## config.mk

```make
export PLATFORM = sky130hd
export DESIGN_NAME = fephy_mii
export DESIGN_NICKNAME = d
export VERILOG_FILES = /design/src/hw/fephy_clkdiv.v /design/src/hw/fephy_mii.v /design/src/hw/fephy_sync3.v
export VERILOG_INCLUDE_DIRS = /design/src /design/src/hw
export SDC_FILE = /design/constraint.sdc
export NUM_CORES = 1
export LEC_CHECK = 0
export BUFFER_PORTS_ARGS = -buffer_cell sky130_fd_sc_hd__buf_4
export CAP_MARGIN = 5
export CORE_UTILIZATION = 45
export CTS_CLUSTER_DIAMETER = 150
export DETAILED_ROUTE_END_ITERATION = 12
export PLACE_DENSITY = 0.7
export REMOVE_ABC_BUFFERS = 1
export SYNTH_ARGS = -nofsm -noshare
export SYNTH_HDL_FRONTEND = slang
export SYNTH_SLANG_ARGS = --single-unit
```

## constraint.sdc

```tcl
create_clock -name mclk_in -period 5.69 [get_ports mclk_in]
set_clock_uncertainty 0.2 [all_clocks]
set_input_delay 0.569 -clock mclk_in [delete_from_list [all_inputs] [get_ports mclk_in]]
set_output_delay 0.569 -clock mclk_in [all_outputs]
set_load 0.005 [all_outputs]
```

## src/hw/fephy_consts.vh

```
`ifndef FEPHY_CONSTS_VH
`define FEPHY_CONSTS_VH
// ==========================================
// clocking
`define FEPHY_CLK_PERIOD_NS 8
`define FEPHY_NIBBLE_DIV 5
`define FEPHY_NIBBLE_HIGH 2
`define FEPHY_MDC_MIN_PERIOD_NS 400
`define FEPHY_MDC_MIN_CYC ((`FEPHY_MDC_MIN_PERIOD_NS + `FEPHY_CLK_PERIOD_NS - 1) / `FEPHY_CLK_PERIOD_NS)
// ==========================================
// register map, word index on a 4-bit address
`define FEPHY_ADDR_W 4
`define FEPHY_REG_CTRL 4'h0
`define FEPHY_REG_STATUS 4'h1
`define FEPHY_REG_INT_STAT 4'h2
`define FEPHY_REG_INT_EN 4'h3
`define FEPHY_REG_INT_CLR 4'h4
`define FEPHY_CTRL_RESET 4'h0
// control fields
`define FEPHY_CTRL_REPEATER 0
`define FEPHY_CTRL_HALF_DUPLEX 1
`define FEPHY_CTRL_FULL_DUPLEX 2
`define FEPHY_CTRL_LOOPBACK 3
// interrupt fields
`define FEPHY_INT_W 5
`define FEPHY_INT_COL 0
`define FEPHY_INT_RX_ERR 1
`define FEPHY_INT_TX_HALT 2
`define FEPHY_INT_LINE_LOST 3
`define FEPHY_INT_MDC_FAST 4
`endif

```

## src/hw/fephy_clkdiv.v

```verilog
`default_nettype none
`include "fephy_consts.vh"
// ==========================================
// nibble clock divider off the 125 MHz bit clock, re-phased by align_in
module fephy_clkdiv #(
	parameter DIV = `FEPHY_NIBBLE_DIV,
	parameter HIGH = `FEPHY_NIBBLE_HIGH
) (
	input wire mclk_in,
	input wire reset_n_in,
	input wire ce_in,
	input wire align_in,
	output reg clk_out,
	output wire rise_out,
	output wire fall_out
);
	reg [3:0] count_ff;
	reg pend_ff;
	wire [3:0] nxt_count;
	wire do_align;
	// an align seen while the clock is high waits for the low phase,
	// so a re-phase never stretches the high time
	assign do_align = (align_in || pend_ff) && !clk_out;
	// align forces phase zero, where the output clock rises
	assign nxt_count = (do_align || count_ff == DIV[3:0] - 4'h1) ? 4'h0 : count_ff + 4'h1;
	assign rise_out = ce_in && (nxt_count == 4'h0) && !clk_out;
	assign fall_out = ce_in && (nxt_count == HIGH[3:0]) && clk_out;
	always @(posedge mclk_in or negedge reset_n_in) begin
		if (!reset_n_in) begin
			// last phase, so the first edge after reset starts a full high time
			count_ff <= DIV[3:0] - 4'h1;
			clk_out <= 1'b0;
			pend_ff <= 1'b0;
		end else if (ce_in) begin
			count_ff <= nxt_count;
			pend_ff <= (align_in || pend_ff) && clk_out;
			clk_out <= (nxt_count < HIGH[3:0]);
		end
	end
endmodule // fephy_clkdiv
`default_nettype wire

```

## src/hw/fephy_mii.v

```verilog
// Notes on behaviour
// - a 25 MHz reference input sets the phase of the transmit nibble clock
// - tx clock out is 25 MHz, derived from the 125 MHz bit clock
// - transmit nibble captured on every rising transmit clock edge
// - tx enable with tx error sends halt code groups continuously
// - tx error is ignored while tx enable is low
// - receive nibble changes on falling rx clock; mac samples on rising
// - rx clock is 25 MHz, aligned to recovered 125 MHz bit clock
// - without valid line signal, rx clock aligns to the reference clock
// - standard mode: carrier on receive non-idle or own transmit
// - repeater or half duplex: carrier only from receive non-idle
// - collision output follows the collision, registered one clock later
// - collision output held low in full duplex or loopback
// - rx data valid high while a packet is received
// - rx error flags bad code groups in packet or corrupt idle
// - management data sampled on rising management clock edges
`default_nettype none
`include "fephy_consts.vh"
module fephy_mii #(
	parameter MDC_MIN_CYC = `FEPHY_MDC_MIN_CYC
) (
	input wire mclk_in,
	input wire reset_n_in,
	input wire ce_in,
	// register port
	input wire [`FEPHY_ADDR_W-1:0] reg_addr_in,
	input wire [31:0] reg_wdata_in,
	input wire reg_wr_in,
	input wire reg_rd_in,
	output reg [31:0] reg_rdata_out,
	output reg irq_out,
	// mii transmit pins
	input wire tx_reference_clock_in,
	input wire [3:0] txd_in,
	input wire tx_en_in,
	input wire tx_er_in,
	output wire tx_clk_out,
	// mii receive pins
	output wire rx_clk_out,
	output reg [3:0] rxd_out,
	output reg rx_dv_out,
	output reg rx_er_out,
	output reg crs_out,
	output reg col_out,
	// management pins
	input wire mdc_in,
	input wire mdio_in,
	output reg mdio_out,
	output reg mdio_oe_n_out,
	// to the encoder
	output reg [3:0] enc_nibble_out,
	output reg enc_valid_out,
	output reg enc_halt_out,
	// from clock recovery and decoder, same clock
	input wire line_receive_pair_valid_in,
	input wire rx_symbol_align_in,
	input wire [3:0] dec_nibble_in,
	input wire dec_in_packet_in,
	input wire dec_code_error_in,
	input wire dec_idle_corrupt_in,
	input wire dec_non_idle_in,
	// management register block
	input wire mgmt_tx_bit_in,
	input wire mgmt_drive_in,
	output reg mgmt_rx_bit_out,
	output reg mgmt_rx_strobe_out
);
	// ==========================================
	// pin synchronisers
	wire [8:0] pins_s;
	wire [3:0] txd_s;
	wire tx_en_s;
	wire tx_er_s;
	wire ref_s;
	wire mdc_s;
	wire mdio_s;
	reg ref_d_ff;
	reg mdc_d_ff;
	wire ref_rise;
	wire mdc_rise;
	wire mdc_fall;

	fephy_sync3 #(.W(9)) u_sync (
		.mclk_in(mclk_in),
		.reset_n_in(reset_n_in),
		.ce_in(ce_in),
		.async_in({mdio_in, mdc_in, tx_reference_clock_in, tx_er_in, tx_en_in, txd_in}),
		.stable_out(pins_s)
	);
	assign txd_s = pins_s[3:0];
	assign tx_en_s = pins_s[4];
	assign tx_er_s = pins_s[5];
	assign ref_s = pins_s[6];
	assign mdc_s = pins_s[7];
	assign mdio_s = pins_s[8];

	// edge finders on the settled copies only
	always @(posedge mclk_in or negedge reset_n_in) begin
		if (!reset_n_in) begin
			ref_d_ff <= 1'b0;
			mdc_d_ff <= 1'b0;
		end else if (ce_in) begin
			ref_d_ff <= ref_s;
			mdc_d_ff <= mdc_s;
		end
	end
	assign ref_rise = ce_in && ref_s && !ref_d_ff;
	assign mdc_rise = ce_in && mdc_s && !mdc_d_ff;
	assign mdc_fall = ce_in && !mdc_s && mdc_d_ff;

	// ==========================================
	// nibble clocks
	wire tx_rise;
	wire rx_fall;
	wire rx_align;

	// transmit clock divides the bit clock and follows the reference phase
	fephy_clkdiv u_txdiv (
		.mclk_in(mclk_in),
		.reset_n_in(reset_n_in),
		.ce_in(ce_in),
		.align_in(ref_rise),
		.clk_out(tx_clk_out),
		.rise_out(tx_rise),
		.fall_out()
	);

	// receive clock follows the line, else falls back to the reference
	assign rx_align = line_receive_pair_valid_in ? rx_symbol_align_in : ref_rise;
	fephy_clkdiv u_rxdiv (
		.mclk_in(mclk_in),
		.reset_n_in(reset_n_in),
		.ce_in(ce_in),
		.align_in(rx_align),
		.clk_out(rx_clk_out),
		.rise_out(),
		.fall_out(rx_fall)
	);

	// ==========================================
	// control register
	reg [3:0] ctrl_ff;
	wire standard_mode;
	wire no_col_mode;
	assign standard_mode = !ctrl_ff[`FEPHY_CTRL_REPEATER] && !ctrl_ff[`FEPHY_CTRL_HALF_DUPLEX];
	assign no_col_mode = ctrl_ff[`FEPHY_CTRL_FULL_DUPLEX] || ctrl_ff[`FEPHY_CTRL_LOOPBACK];

	// ==========================================
	// transmit capture
	reg tx_active_ff;
	// synced data settles four cycles after the pins move, one cycle before the next rise; it is taken as the tx clock rises.
	// the mac must keep tx enable aligned to tx clock for this to hold.
	always @(posedge mclk_in or negedge reset_n_in) begin
		if (!reset_n_in) begin
			enc_nibble_out <= 4'h0;
			enc_valid_out <= 1'b0;
			enc_halt_out <= 1'b0;
			tx_active_ff <= 1'b0;
		end else if (tx_rise) begin
			tx_active_ff <= tx_en_s;
			enc_halt_out <= tx_en_s && tx_er_s;
			enc_valid_out <= tx_en_s && !tx_er_s;
			enc_nibble_out <= tx_en_s ? txd_s : 4'h0;
		end
	end

	// ==========================================
	// receive nibble output, changed on the falling rx clock
	always @(posedge mclk_in or negedge reset_n_in) begin
		if (!reset_n_in) begin
			rxd_out <= 4'h0;
			rx_dv_out <= 1'b0;
			rx_er_out <= 1'b0;
		end else if (rx_fall) begin
			rxd_out <= dec_in_packet_in ? dec_nibble_in : 4'h0;
			rx_dv_out <= dec_in_packet_in;
			// code errors count inside a packet, corrupt idle outside
			rx_er_out <= dec_in_packet_in ? dec_code_error_in : dec_idle_corrupt_in;
		end
	end

	// ==========================================
	// carrier and collision
	wire collision;
	assign collision = tx_active_ff && dec_non_idle_in && !no_col_mode;
	always @(posedge mclk_in or negedge reset_n_in) begin
		if (!reset_n_in) begin
			crs_out <= 1'b0;
			col_out <= 1'b0;
		end else if (ce_in) begin
			crs_out <= dec_non_idle_in || (standard_mode && tx_active_ff);
			col_out <= collision;
		end
	end

	// ==========================================
	// management pins
	reg [7:0] mdc_gap_ff;
	wire mdc_too_fast;
	// gap saturates so a slow mdc never wraps into a false alarm
	assign mdc_too_fast = mdc_rise && (mdc_gap_ff < MDC_MIN_CYC[7:0]);
	always @(posedge mclk_in or negedge reset_n_in) begin
		if (!reset_n_in) begin
			mdc_gap_ff <= 8'hff;
			mgmt_rx_bit_out <= 1'b0;
			mgmt_rx_strobe_out <= 1'b0;
			mdio_out <= 1'b0;
			mdio_oe_n_out <= 1'b1;
		end else if (ce_in) begin
			mgmt_rx_strobe_out <= mdc_rise;
			if (mdc_rise) begin
				mdc_gap_ff <= 8'h01;
				mgmt_rx_bit_out <= mdio_s;
			end else if (mdc_gap_ff != 8'hff) begin
				mdc_gap_ff <= mdc_gap_ff + 8'h01;
			end
			// drive on the falling edge so data is settled at the rise
			if (mdc_fall) begin
				mdio_out <= mgmt_tx_bit_in;
				mdio_oe_n_out <= !mgmt_drive_in;
			end
		end
	end

	// ==========================================
	// interrupt events
	reg col_d_ff;
	reg halt_d_ff;
	reg line_d_ff;
	wire [`FEPHY_INT_W-1:0] events;
	always @(posedge mclk_in or negedge reset_n_in) begin
		if (!reset_n_in) begin
			col_d_ff <= 1'b0;
			halt_d_ff <= 1'b0;
			line_d_ff <= 1'b0;
		end else if (ce_in) begin
			col_d_ff <= col_out;
			halt_d_ff <= enc_halt_out;
			line_d_ff <= line_receive_pair_valid_in;
		end
	end
	assign events[`FEPHY_INT_COL] = ce_in && col_out && !col_d_ff;
	assign events[`FEPHY_INT_RX_ERR] = rx_fall && rx_er_out;
	assign events[`FEPHY_INT_TX_HALT] = ce_in && enc_halt_out && !halt_d_ff;
	assign events[`FEPHY_INT_LINE_LOST] = ce_in && line_d_ff && !line_receive_pair_valid_in;
	assign events[`FEPHY_INT_MDC_FAST] = mdc_too_fast;

	// ==========================================
	// register port
	reg [`FEPHY_INT_W-1:0] int_stat_ff;
	reg [`FEPHY_INT_W-1:0] int_en_ff;
	reg [`FEPHY_INT_W-1:0] clr_mask;
	reg [31:0] nxt_rdata;

	// a write to the clear register drops the named bits
	always @* begin
		clr_mask = {`FEPHY_INT_W{1'b0}};
		if (reg_wr_in && reg_addr_in == `FEPHY_REG_INT_CLR) begin
			clr_mask = reg_wdata_in[`FEPHY_INT_W-1:0];
		end
	end

	// read mux; unmapped and write-only addresses read as zero
	always @* begin
		nxt_rdata = 32'h0000_0000;
		if (reg_addr_in == `FEPHY_REG_CTRL) begin
			nxt_rdata = {28'h000_0000, ctrl_ff};
		end else if (reg_addr_in == `FEPHY_REG_STATUS) begin
			nxt_rdata = {26'h000_0000, line_receive_pair_valid_in, tx_active_ff,
				rx_dv_out, col_out, crs_out, enc_halt_out};
		end else if (reg_addr_in == `FEPHY_REG_INT_STAT) begin
			nxt_rdata = {27'h000_0000, int_stat_ff};
		end else if (reg_addr_in == `FEPHY_REG_INT_EN) begin
			nxt_rdata = {27'h000_0000, int_en_ff};
		end
	end

	always @(posedge mclk_in or negedge reset_n_in) begin
		if (!reset_n_in) begin
			ctrl_ff <= `FEPHY_CTRL_RESET;
			int_en_ff <= {`FEPHY_INT_W{1'b0}};
			int_stat_ff <= {`FEPHY_INT_W{1'b0}};
			reg_rdata_out <= 32'h0000_0000;
			irq_out <= 1'b0;
		end else if (ce_in) begin
			if (reg_wr_in && reg_addr_in == `FEPHY_REG_CTRL) begin
				ctrl_ff <= reg_wdata_in[3:0];
			end else if (reg_wr_in && reg_addr_in == `FEPHY_REG_INT_EN) begin
				int_en_ff <= reg_wdata_in[`FEPHY_INT_W-1:0];
			end
			// a new event outranks a clear in the same cycle
			int_stat_ff <= (int_stat_ff & ~clr_mask) | events;
			reg_rdata_out <= reg_rd_in ? nxt_rdata : 32'h0000_0000;
			irq_out <= |(((int_stat_ff & ~clr_mask) | events) & int_en_ff);
		end
	end
endmodule // fephy_mii
`default_nettype wire

```

## src/hw/fephy_sync3.v

```verilog
`default_nettype none
// ==========================================
// three-stage pin synchroniser; a bit counts once stages two and three agree
module fephy_sync3 #(
	parameter W = 1
) (
	input wire mclk_in,
	input wire reset_n_in,
	input wire ce_in,
	input wire [W-1:0] async_in,
	output reg [W-1:0] stable_out
);
	reg [W-1:0] s1_ff;
	reg [W-1:0] s2_ff;
	reg [W-1:0] s3_ff;
	integer i;
	// stage one feeds stage two only, to keep metastability contained
	always @(posedge mclk_in or negedge reset_n_in) begin
		if (!reset_n_in) begin
			s1_ff <= {W{1'b0}};
			s2_ff <= {W{1'b0}};
			s3_ff <= {W{1'b0}};
			stable_out <= {W{1'b0}};
		end else if (ce_in) begin
			s1_ff <= async_in;
			s2_ff <= s1_ff;
			s3_ff <= s2_ff;
			for (i = 0; i < W; i = i + 1) begin
				if (s2_ff[i] == s3_ff[i]) begin
					stable_out[i] <= s3_ff[i];
				end
			end
		end
	end
endmodule // fephy_sync3
`default_nettype wire

```

==> metrics.txt, run 1 <==
final-layout fill cell count=921; main flop type after synthesis=sky130_fd_sc_hd__dfrtp_1; required arrival time at the worst endpoint=5.80 ns; max-capacitance violation count=0; Die X=106 um; initial standard-cell utilization of the core=46.6%; Clock Latency Late Sink=0.38 ns; delay contributed by the slowest stage of the critical path=0.94 ns; total of buffers placed on input and output ports=61; post-route ant nets=0; number of buffers created by CTS=9; Remaining Overflow, GRT=0; Tightest Pin Transition=1.10 ns; worst setup path startpoint=mdc_gap_ff[0]; total global-route track usage=18.4%; mapped cell area=4830 um2; maximum number of buffers from clock root to sink=2; Avg Inst Size Synth=10.2 um2; number of cell rows=37; R2R Path Start=mdc_gap_ff[0]; die footprint=11100 um2; number of enable-type register cells in the synthesized netlist=0; Post-route DRC=0; leakage component of the power=2.51 nW; via-per-instance ratio=5.24; post-CTS resize count=0; Antenna diodes=0; type of element capturing the critical path=flop; post-synthesis cell type with the largest combined area=sky130_fd_sc_hd__dfrtp_1; power dissipated by switching net loads=0.000734 W; hold_ws=0.133 ns; post-route non-filler standard cell count=669; arrival time worst endpoint=2.66 ns; async set-reset flop share out of synthesis=100%; flip-flop and latch count after synthesis=101; share of power burned in the clock network=21.2%; final number of max-transition violations=0; net switching fraction of the power=33.3%; synth unique cells=48; Initial DRC Count=169; maximum number of pins on one net before global-route repair=68; boundary pin count=115; final routed wire length divided by cell count=14.2 um; fraction of layout instances using a drive strength above 1=22.7%; sequential-to-total area share from yosys stat=52.6%; top area cells in the synthesized netlist=sky130_fd_sc_hd__dfrtp_1 47%, sky130_fd_sc_hd__mux2_2 7.0%, sky130_fd_sc_hd__dfstp_2 6.0%; vias after detailed routing=3507; die outline height=106 um; internal cell power=0.00147 W; area share of the leading cell type in the synthesized netlist=46.6%; clk sinks=101; Floorplan Core Area=10400 um2; RSZ-0062 raised after global routing=false; most instantiated library cell after synthesis=sky130_fd_sc_hd__dfrtp_1; Max rail drop VDD=0.195 mV; Combinational Power Share=28.4%; largest fanout on the critical path=11; power density over cell area=400 nW/um2; beginning of the worst hold path=mgmt_drive_in; worst-path cell with the longest stage delay=sky130_fd_sc_hd__o31ai_1; clock-pin slew on the worst setup and hold paths=0.09 ns; class of the tightest hold or removal check=input pin to flop; synth cell count leaders=90 x sky130_fd_sc_hd__dfrtp_1, 53 x sky130_fd_sc_hd__nand2_1, 39 x sky130_fd_sc_hd__o21ai_0; Final Setup Violations=0; Max Clk Rate=392 MHz; antenna violations before repair=0; part of the power in registers=50.5%; outcome=complete, no violations; cell chosen for the clock root=sky130_fd_sc_hd__clkbuf_8; final WL=9.48 mm; synth-to-layout area growth=14.0%; type of element launching the critical path=flop; list of cells traversed by the critical path=ha_1, nand3_1, o31ai_1, nor3_1, xnor2_1, nor2_1; crit path kind=flop to flop; Slew headroom=25.8%; vias in the first global route=3423; CTS tree=yes; count of endpoints failing hold in the final timing report=0; first-pass GRT wire length=16.2 mm; minimum clock period=2.55 ns; number of nets in the layout=595; H-tree depth reported by CTS=3; final cycle utilization of the critical path=44.9%; number of detailed-routing iterations run before antenna repair=4; GP Congestion=0.822; count of mapped cells out of synthesis=473; synth warn=0; placed wire-length estimate after detailed placement=6.66 mm; post-route setup TNS=0 ns; number of cells after detailed placement=652
through the flow:
stage | setup slack, ns | total power [W] | area [um2] | utilization, %
floorplan | 3.46 | 0.00148 | 4650 | -
global placement | 2.94 | 0.00171 | 5290 | 51.0
detailed placement | 2.86 | 0.00175 | 5290 | 51.0
CTS | 3.13 | 0.00222 | 5500 | 53.1
global route | 2.89 | 0.00236 | 5500 | 53.1
finish | 3.14 | 0.00220 | 5500 | 53.1
final timing paths:
path | endpoint | slack, ns | cells after the start
worst max-delay path | mdc_gap_ff[5] | 3.14 | 6
worst min-delay path | mdio_oe_n_out | 0.13 | 2
worst max register to register | mdc_gap_ff[5] | 3.14 | 6
worst min register to register | mdio_oe_n_out | 0.27 | 2
max in group asynchronous | u_rxdiv.clk_out | 3.63 | 3
min in group asynchronous | int_stat_ff[1] | 0.47 | 2
sequential cells by signal (all words and copies together), names as in the netlist, 4 cells and up:
register and flops:
int_stat_ff 5, u_txdiv.count_ff 4, rxd_out 4, u_sync.s3_ff 9, u_sync.stable_out 9, mdc_gap_ff 8, reg_rdata_out 6, u_sync.s1_ff 9
u_sync.s2_ff 9, ctrl_ff 4, int_en_ff 5, u_rxdiv.count_ff 4, enc_nibble_out 4
per-layer routing:
metal  share of wire, %  global-route usage (%)
met3                5.0                    5.07
met1                 45                    23.7
met5                  0                       0
met2                 48                    30.2
met4                1.5                    5.75
kinds of logic after synthesis:
| family | Yosys count | share of synthesized area [%] |
|---|---|---|
| flops | 101 | 52.6 |
| other cells | 1 | 0.0777 |
| mux | 47 | 10.8 |
| xor+xnor | 6 | 1.09 |
| compound gates | 111 | 13.4 |
| simple gates | 127 | 12.7 |
| buf+inv | 75 | 7.96 |
| fa+ha+maj | 5 | 1.30 |
final cells by class:
type                    instances  area (um2)  share of cell area [%]
clock inverters                 5        67.6                    1.23
inverters                      30         113                    2.05
repair buffers                 64         483                    8.78
multi-input cells             322        2000                    36.3
flip-flops and latches        101        2540                    46.2
clock buffers                  11         131                    2.39
well taps                     136         170                    3.09
placed cells by master, fill, tap and decap left out, types with 3 or more instances in the layout:
cell / count
sky130_fd_sc_hd__nand3b_1: 3
sky130_fd_sc_hd__o21ai_1: 16
sky130_fd_sc_hd__mux2i_1: 12
sky130_fd_sc_hd__and3b_1: 3
sky130_fd_sc_hd__clkbuf_8: 9
sky130_fd_sc_hd__nand4_1: 3
sky130_fd_sc_hd__o2bb2ai_1: 5
sky130_fd_sc_hd__buf_4: 63
sky130_fd_sc_hd__xnor2_1: 6
sky130_fd_sc_hd__nor2b_1: 6
sky130_fd_sc_hd__o2111ai_1: 4
sky130_fd_sc_hd__conb_1: 26
sky130_fd_sc_hd__dfrtp_1: 90
sky130_fd_sc_hd__dfstp_2: 11
sky130_fd_sc_hd__mux2_2: 30
sky130_fd_sc_hd__nand3_1: 7
sky130_fd_sc_hd__a22o_1: 4
sky130_fd_sc_hd__a21o_1: 5
sky130_fd_sc_hd__o21ai_0: 39
sky130_fd_sc_hd__and2_1: 4
sky130_fd_sc_hd__nand2b_1: 3
sky130_fd_sc_hd__nor2_1: 24
sky130_fd_sc_hd__inv_1: 30
sky130_fd_sc_hd__nor3_1: 9
sky130_fd_sc_hd__ha_1: 5
sky130_fd_sc_hd__mux2_1: 3
sky130_fd_sc_hd__a21oi_1: 26
sky130_fd_sc_hd__nand2_1: 53
power groups by stage:
stage / clock network, W / logic, W / registers, W
2_1_floorplan: 0 / 0.000399 / 0.00108
3_3_place_gp: 0 / 0.000601 / 0.00111
3_5_place_dp: 0 / 0.000630 / 0.00112
4_1_cts: 0.000483 / 0.000632 / 0.00111
5_1_grt: 0.000506 / 0.000708 / 0.00114
6_report: 0.000466 / 0.000624 / 0.00111
repair_timing:
action,in CTS,in global routing
buffers inserted,0,0
hold endpoints to repair,28,0
hold buffers,1,0
worst max-delay path, delay by kind of cell (launching register included):
family / cells / cell delay, ns
adder cells (fa/ha/maj): 1 / 0.18
XOR/XNOR: 1 / 0.18
AO/OA/AOI/OAI: 1 / 0.94
AND/OR/NAND/NOR: 3 / 0.43
flip-flops: 1 / 0.57
Note: power is estimated with default switching activity, not from simulation.
==> inputs of run 2 (changes only) <==
ABC_AREA = 1   (was not set)
clock period = 2.5 ns   (was 5.69 ns; I/O delays follow)
==> run 2 against run 1 <==
Clock power increased by 120%. Sequential power increased by 120%. Total power increased by 120%. Combinational power increased by 120%. Design area increased by 4.3%. Worst hold slack got worse by 0.086 ns. Utilization increased by 3.0 points. Register-to-register slack got worse by 2.5 ns. Final cell count increased by 17%. Area after synthesis decreased by 2.1%. Maximum frequency increased by 40%. Critical path type unchanged. Critical endpoint is now enc_valid_out.
==> metrics.txt, run 2 <==
type of element launching the critical path=flop; synth cell count leaders=158 x sky130_fd_sc_hd__nand2_1, 90 x sky130_fd_sc_hd__dfrtp_1, 66 x sky130_fd_sc_hd__o21ai_0; number of cell rows=37; leakage component of the power=2.89 nW; Floorplan Core Area=10200 um2; Post-route DRC=0; top area cells in the synthesized netlist=sky130_fd_sc_hd__dfrtp_1 48%, sky130_fd_sc_hd__nand2_1 13%, sky130_fd_sc_hd__o21ai_0 7.0%; initial standard-cell utilization of the core=46.2%; synth unique cells=35; flip-flop and latch count after synthesis=101; antenna violations before repair=0; Max Clk Rate=547 MHz; outcome=complete, no violations; post-CTS resize count=0; Final Setup Violations=0; post-route setup TNS=0 ns; Clock Latency Late Sink=0.36 ns; Max rail drop VDD=0.436 mV; largest fanout on the critical path=8; area share of the leading cell type in the synthesized netlist=47.7%; leading cell type in the layout, fill and taps excluded=sky130_fd_sc_hd__nand2_1; H-tree depth reported by CTS=3; maximum number of pins on one net before global-route repair=56; sequential-to-total area share from yosys stat=53.8%; Setup Fix Bufs, Post-CTS=0; die outline height=104 um; final number of max-transition violations=0; main flop type after synthesis=sky130_fd_sc_hd__dfrtp_1; Remaining Overflow, GRT=0; Antenna diodes=0; post-route ant nets=0; final cycle utilization of the critical path=73.1%; cell chosen for the clock root=sky130_fd_sc_hd__clkbuf_8; vias in the first global route=3748; final core utilization=56.1%; fraction of layout instances using a drive strength above 1=17.5%; synth warn=0; max-capacitance violation count=0; final WL=9.58 mm; beginning of the worst hold path=rx_symbol_align_in; boundary pin count=115; number of buffers created by CTS=9; placed wire-length estimate after detailed placement=6.62 mm; async set-reset flop share out of synthesis=100%; final setup margin=0.672 ns; final routed wire length divided by cell count=12.3 um; CTS tree=yes; most frequent cells in the layout=158 x sky130_fd_sc_hd__nand2_1, 90 x sky130_fd_sc_hd__dfrtp_1, 66 x sky130_fd_sc_hd__o21ai_0; arrival time worst endpoint=1.89 ns; Initial DRC Count=201; vias after detailed routing=3828; maximum number of buffers from clock root to sink=2; R2R Path Start=u_txdiv.count_ff[0]; Die X=104 um; number of enable-type register cells in the synthesized netlist=0; count of mapped cells out of synthesis=549; worst setup path startpoint=u_txdiv.count_ff[0]; number of nets in the layout=706; mapped cell area=4730 um2; total of buffers placed on input and output ports=61; via-per-instance ratio=4.91; clock-pin slew on the worst setup and hold paths=0.09 ns; most instantiated library cell after synthesis=sky130_fd_sc_hd__nand2_1; count of endpoints failing hold in the final timing report=0; total global-route track usage=19.2%; first-pass GRT wire length=16.9 mm; post-synthesis cell type with the largest combined area=sky130_fd_sc_hd__dfrtp_1; power density over cell area=835 nW/um2; RSZ-0062 raised after global routing=false; Avg Inst Size Synth=8.61 um2; crit path kind=flop to flop; clk sinks=101; GP Congestion=0.845; setup slack after placement=0.556 ns; type of element capturing the critical path=flop; synth-to-layout area growth=21.4%; class of the tightest hold or removal check=input pin to flop; minimum clock period=1.83 ns; required arrival time at the worst endpoint=2.56 ns; die footprint=10900 um2; number of detailed-routing iterations run before antenna repair=4
run 2: worst paths after layout:
path | slack [ns] | end | depth (start not counted)
min reg2reg | 0.28 | u_sync.s2_ff[7] | 2
max in group asynchronous | 1.33 | u_rxdiv.count_ff[2] | 3
max | 0.67 | enc_valid_out | 9
min | 0.05 | u_rxdiv.pend_ff | 5
max reg2reg | 0.67 | enc_valid_out | 9
min in group asynchronous | 0.06 | reg_rdata_out[0] | 2
run 2: where the power goes:
group | internal [W] | switching, W
sequential | 0.00209 | 0.000306
combinational | 0.000604 | 0.000751
clock | 0.000489 | 0.000556
run 2: metal layers:
layer  part of all wire (%)  vias up  track usage (%)
li1                       -     1893                -
met1                     45     1814             24.1
met2                     49      103             32.5
met3                    4.4       18             3.76
met4                    2.1        0             8.06
met5                      0        -                0
run 2: kinds of logic (layout without fill, tap and decap cells):
| family | Yosys count | in the layout | synth area share, % |
|---|---|---|---|
| buffers and inverters | 94 | 164 | 9.74 |
| other | 1 | 26 | 0.0794 |
| AO/OA/AOI/OAI | 107 | 107 | 12.4 |
| AND/OR/NAND/NOR | 236 | 236 | 21.7 |
| flip-flops | 101 | 101 | 53.8 |
| adder cells (fa/ha/maj) | 5 | 5 | 1.32 |
| XOR/XNOR | 3 | 3 | 0.556 |
| multiplexers | 2 | 2 | 0.450 |
run 2: timing repair:
action	CTS	global route
hold endpoints to repair	117	0
endpoints found under the setup margin	0	0
hold buffers	28	0
run 2: critical path: stages (launching register included):
cell and delay [ns]:
sky130_fd_sc_hd__dfrtp_1 0.42, sky130_fd_sc_hd__ha_1 0.17, sky130_fd_sc_hd__inv_1 0.05, sky130_fd_sc_hd__or2_2 0.26, sky130_fd_sc_hd__a21oi_1 0.26, sky130_fd_sc_hd__nor2_4 0.07
sky130_fd_sc_hd__nand3_4 0.12, sky130_fd_sc_hd__inv_2 0.05, sky130_fd_sc_hd__nand2_1 0.07, sky130_fd_sc_hd__o21ai_1 0.06
run 2: final cells by class:
type	count	area, um2
Tap cell	136	170
Clock inverter	6	62.6
Timing Repair Buffer	95	808
Inverter	53	199
Sequential cell	101	2540
Fill cell	962	4490
Multi-Input combinational cell	379	1820
Clock buffer	10	138
run 2: per-stage QoR:
stage / hold slack, ns / total power, W / cells / area, um2
6_report: 0.0475 / 0.00479 / 780 / 5740
5_1_grt: 0.0595 / 0.00514 / 780 / 5740
4_1_cts: 0.0301 / 0.00484 / 780 / 5740
3_5_place_dp: -0.0885 / 0.00375 / 736 / 5260
3_3_place_gp: -0.0871 / 0.00367 / 736 / 5260
2_1_floorplan: -0.246 / 0.00319 / 533 / 4560
==> inputs of run 3 (changes only) <==
clock period = 1.9 ns   (was 2.5 ns; I/O delays follow)
==> run 3 against run 2 <==
The run now ends with negative hold slack left. Clock-buffer cell count up 1. Sequential power up 32%. Clock power up 48%. Worst hold slack worse by 0.052 ns. Final cell count up 2.1%. Critical path type is now input pin to flop.
==> metrics.txt, run 3 (synthesized netlist as in run 2, its figures left out) <==
vias after detailed routing=3808; Max Clk Rate=539 MHz; Clock Latency Late Sink=0.36 ns; number of nets in the layout=722; cell chosen for the clock root=sky130_fd_sc_hd__clkbuf_8; via-per-instance ratio=4.78; total global-route track usage=19.4%; class of the tightest hold or removal check=input pin to flop; clock-pin slew on the worst setup and hold paths=0.09 ns; hold_ws=-0.00486 ns; die outline height=104 um; most frequent cells in the layout=155 x sky130_fd_sc_hd__nand2_1, 90 x sky130_fd_sc_hd__dfrtp_1, 74 x sky130_fd_sc_hd__buf_4; number of detailed-routing iterations run before antenna repair=4; number of cell rows=37; boundary pin count=115; H-tree depth reported by CTS=3; total of buffers placed on input and output ports=61; final-layout fill cell count=883; CTS tree=yes; die footprint=10900 um2; final routed wire length divided by cell count=12.6 um; post-route non-filler standard cell count=796; Antenna diodes=0; Worst R2R Setup Slack=0.10 ns; delay contributed by the slowest stage of the critical path=0.54 ns; Post-route DRC=0; Die X=104 um; design area=6020 um2; count of endpoints failing hold in the final timing report=1; type of element launching the critical path=input pin; area of combinational cells with multiple inputs=1910 um2; Remaining Overflow, GRT=0; fraction of layout instances using a drive strength above 1=21.1%; cell mode on critical path=sky130_fd_sc_hd__nand2_1; type of element capturing the critical path=flop; list of cells traversed by the critical path=dlygate4sd3_1, buf_4, inv_1, nand2_1, nand2_1, nand2_1, nand3_1, nand2_2, nor2_4, nand2_4, buf_4, nand2_1, o21ai_1; post-route ant nets=0; Max rail drop VDD=0.467 mV; Storage cell area=2540 um2; synth-to-layout area growth=27.3%; violations in the final reports=negative hold slack; arrival time worst endpoint=1.91 ns; final cycle utilization of the critical path=97.7%; initial standard-cell utilization of the core=46.2%; Final Setup Violations=0; GP Congestion=0.846; leading cell type in the layout, fill and taps excluded=sky130_fd_sc_hd__nand2_1; RSZ-0062 raised after global routing=true; final core utilization=58.8%; largest fanout on the critical path=7; maximum number of buffers from clock root to sink=2; required arrival time at the worst endpoint=1.95 ns; Floorplan Core Area=10200 um2; final WL=10.0 mm; antenna violations before repair=0; final number of max-transition violations=0; minimum clock period=1.86 ns; Initial DRC Count=215; clk sinks=101; max-capacitance violation count=0; maximum number of pins on one net before global-route repair=44; leakage component of the power=3.01 nW; number of buffers created by CTS=9; crit path kind=input pin to flop; worst-path cell with the longest stage delay=sky130_fd_sc_hd__dlygate4sd3_1; setup slack after placement=0.0528 ns; vias in the first global route=3653; first-pass GRT wire length=17.0 mm; standard cell area after detailed placement=5290 um2; power density over cell area=1120 nW/um2; outcome=finished with violations; final setup margin=0.0446 ns; placed wire-length estimate after detailed placement=6.68 mm; number of cells after detailed placement=739
## run 3: cell count changes in the layout (fill, tap and decap cells not counted), sizes merged
cell	before	now
buf	67	78
dlygate4sd3	28	33
clkinv	5	3
bufinv	1	2
clkbuf	10	11
## run 3: stage by stage
| step | total power [W] | hold WS (ns) | TNS [ns] |
|---|---|---|---|
| final | 0.00675 | -0.00486 | 0 |
| after CTS | 0.00654 | 0.0123 | 0 |
| after detailed placement | 0.00493 | -0.0850 | 0 |
| after floorplan | 0.00419 | -0.306 | 0 |
| after global placement | 0.00484 | -0.0838 | 0 |
| after global routing | 0.00723 | 0.00534 | -0.237 |
## run 3: repair_timing
| action | 4_1_cts | 5_1_grt |
|---|---|---|
| resized for setup | 0 | 22 |
| setup buffers | 0 | 8 |
| hold buffers | 33 | 0 |
| endpoints found under the setup margin | 0 | 15 |
| endpoints found under the hold margin | 125 | 0 |
## run 3: critical path, delay by kind of cell
kind	cells	cell delay [ns]
AND/OR/NAND/NOR	8	0.69
AO/OA/AOI/OAI	1	0.07
buffers and inverters	4	0.94
## run 3: area by class of cell
type | count | area share [%]
Sequential cell | 101 | 42.2
Multi-Input combinational cell | 379 | 31.7
Timing Repair Buffer | 111 | 16.0
Inverter | 53 | 3.31
Tap cell | 136 | 2.83
Clock buffer | 11 | 2.52
Clock inverter | 5 | 1.37
## run 3: path summary, 6_finish.rpt
check | startpoint | to | cells after the start
max reg2reg | u_rxdiv.count_ff[0] | rx_er_out | 10
max in group asynchronous | reset_n_in | mdc_gap_ff[5] | 3
min reg2reg | halt_d_ff | halt_d_ff | 2
min in group asynchronous | reset_n_in | reg_rdata_out[0] | 2
max | line_receive_pair_valid_in | rx_er_out | 13
min | ce_in | u_txdiv.pend_ff | 3
## run 3: metal layers
metal	global-route usage [%]	vias to the layer above	part of all wire, %
li1	-	1922	-
met1	26.4	1792	47
met2	31.3	88	49
met3	3.01	6	3.4
met4	6.94	0	1.0
met5	0	-	0
## run 3: where the power goes
part           switching [W]  internal (W)  total (W)
combinational        0.00111      0.000947    0.00205
sequential          0.000410       0.00274    0.00315
clock               0.000723      0.000816    0.00154
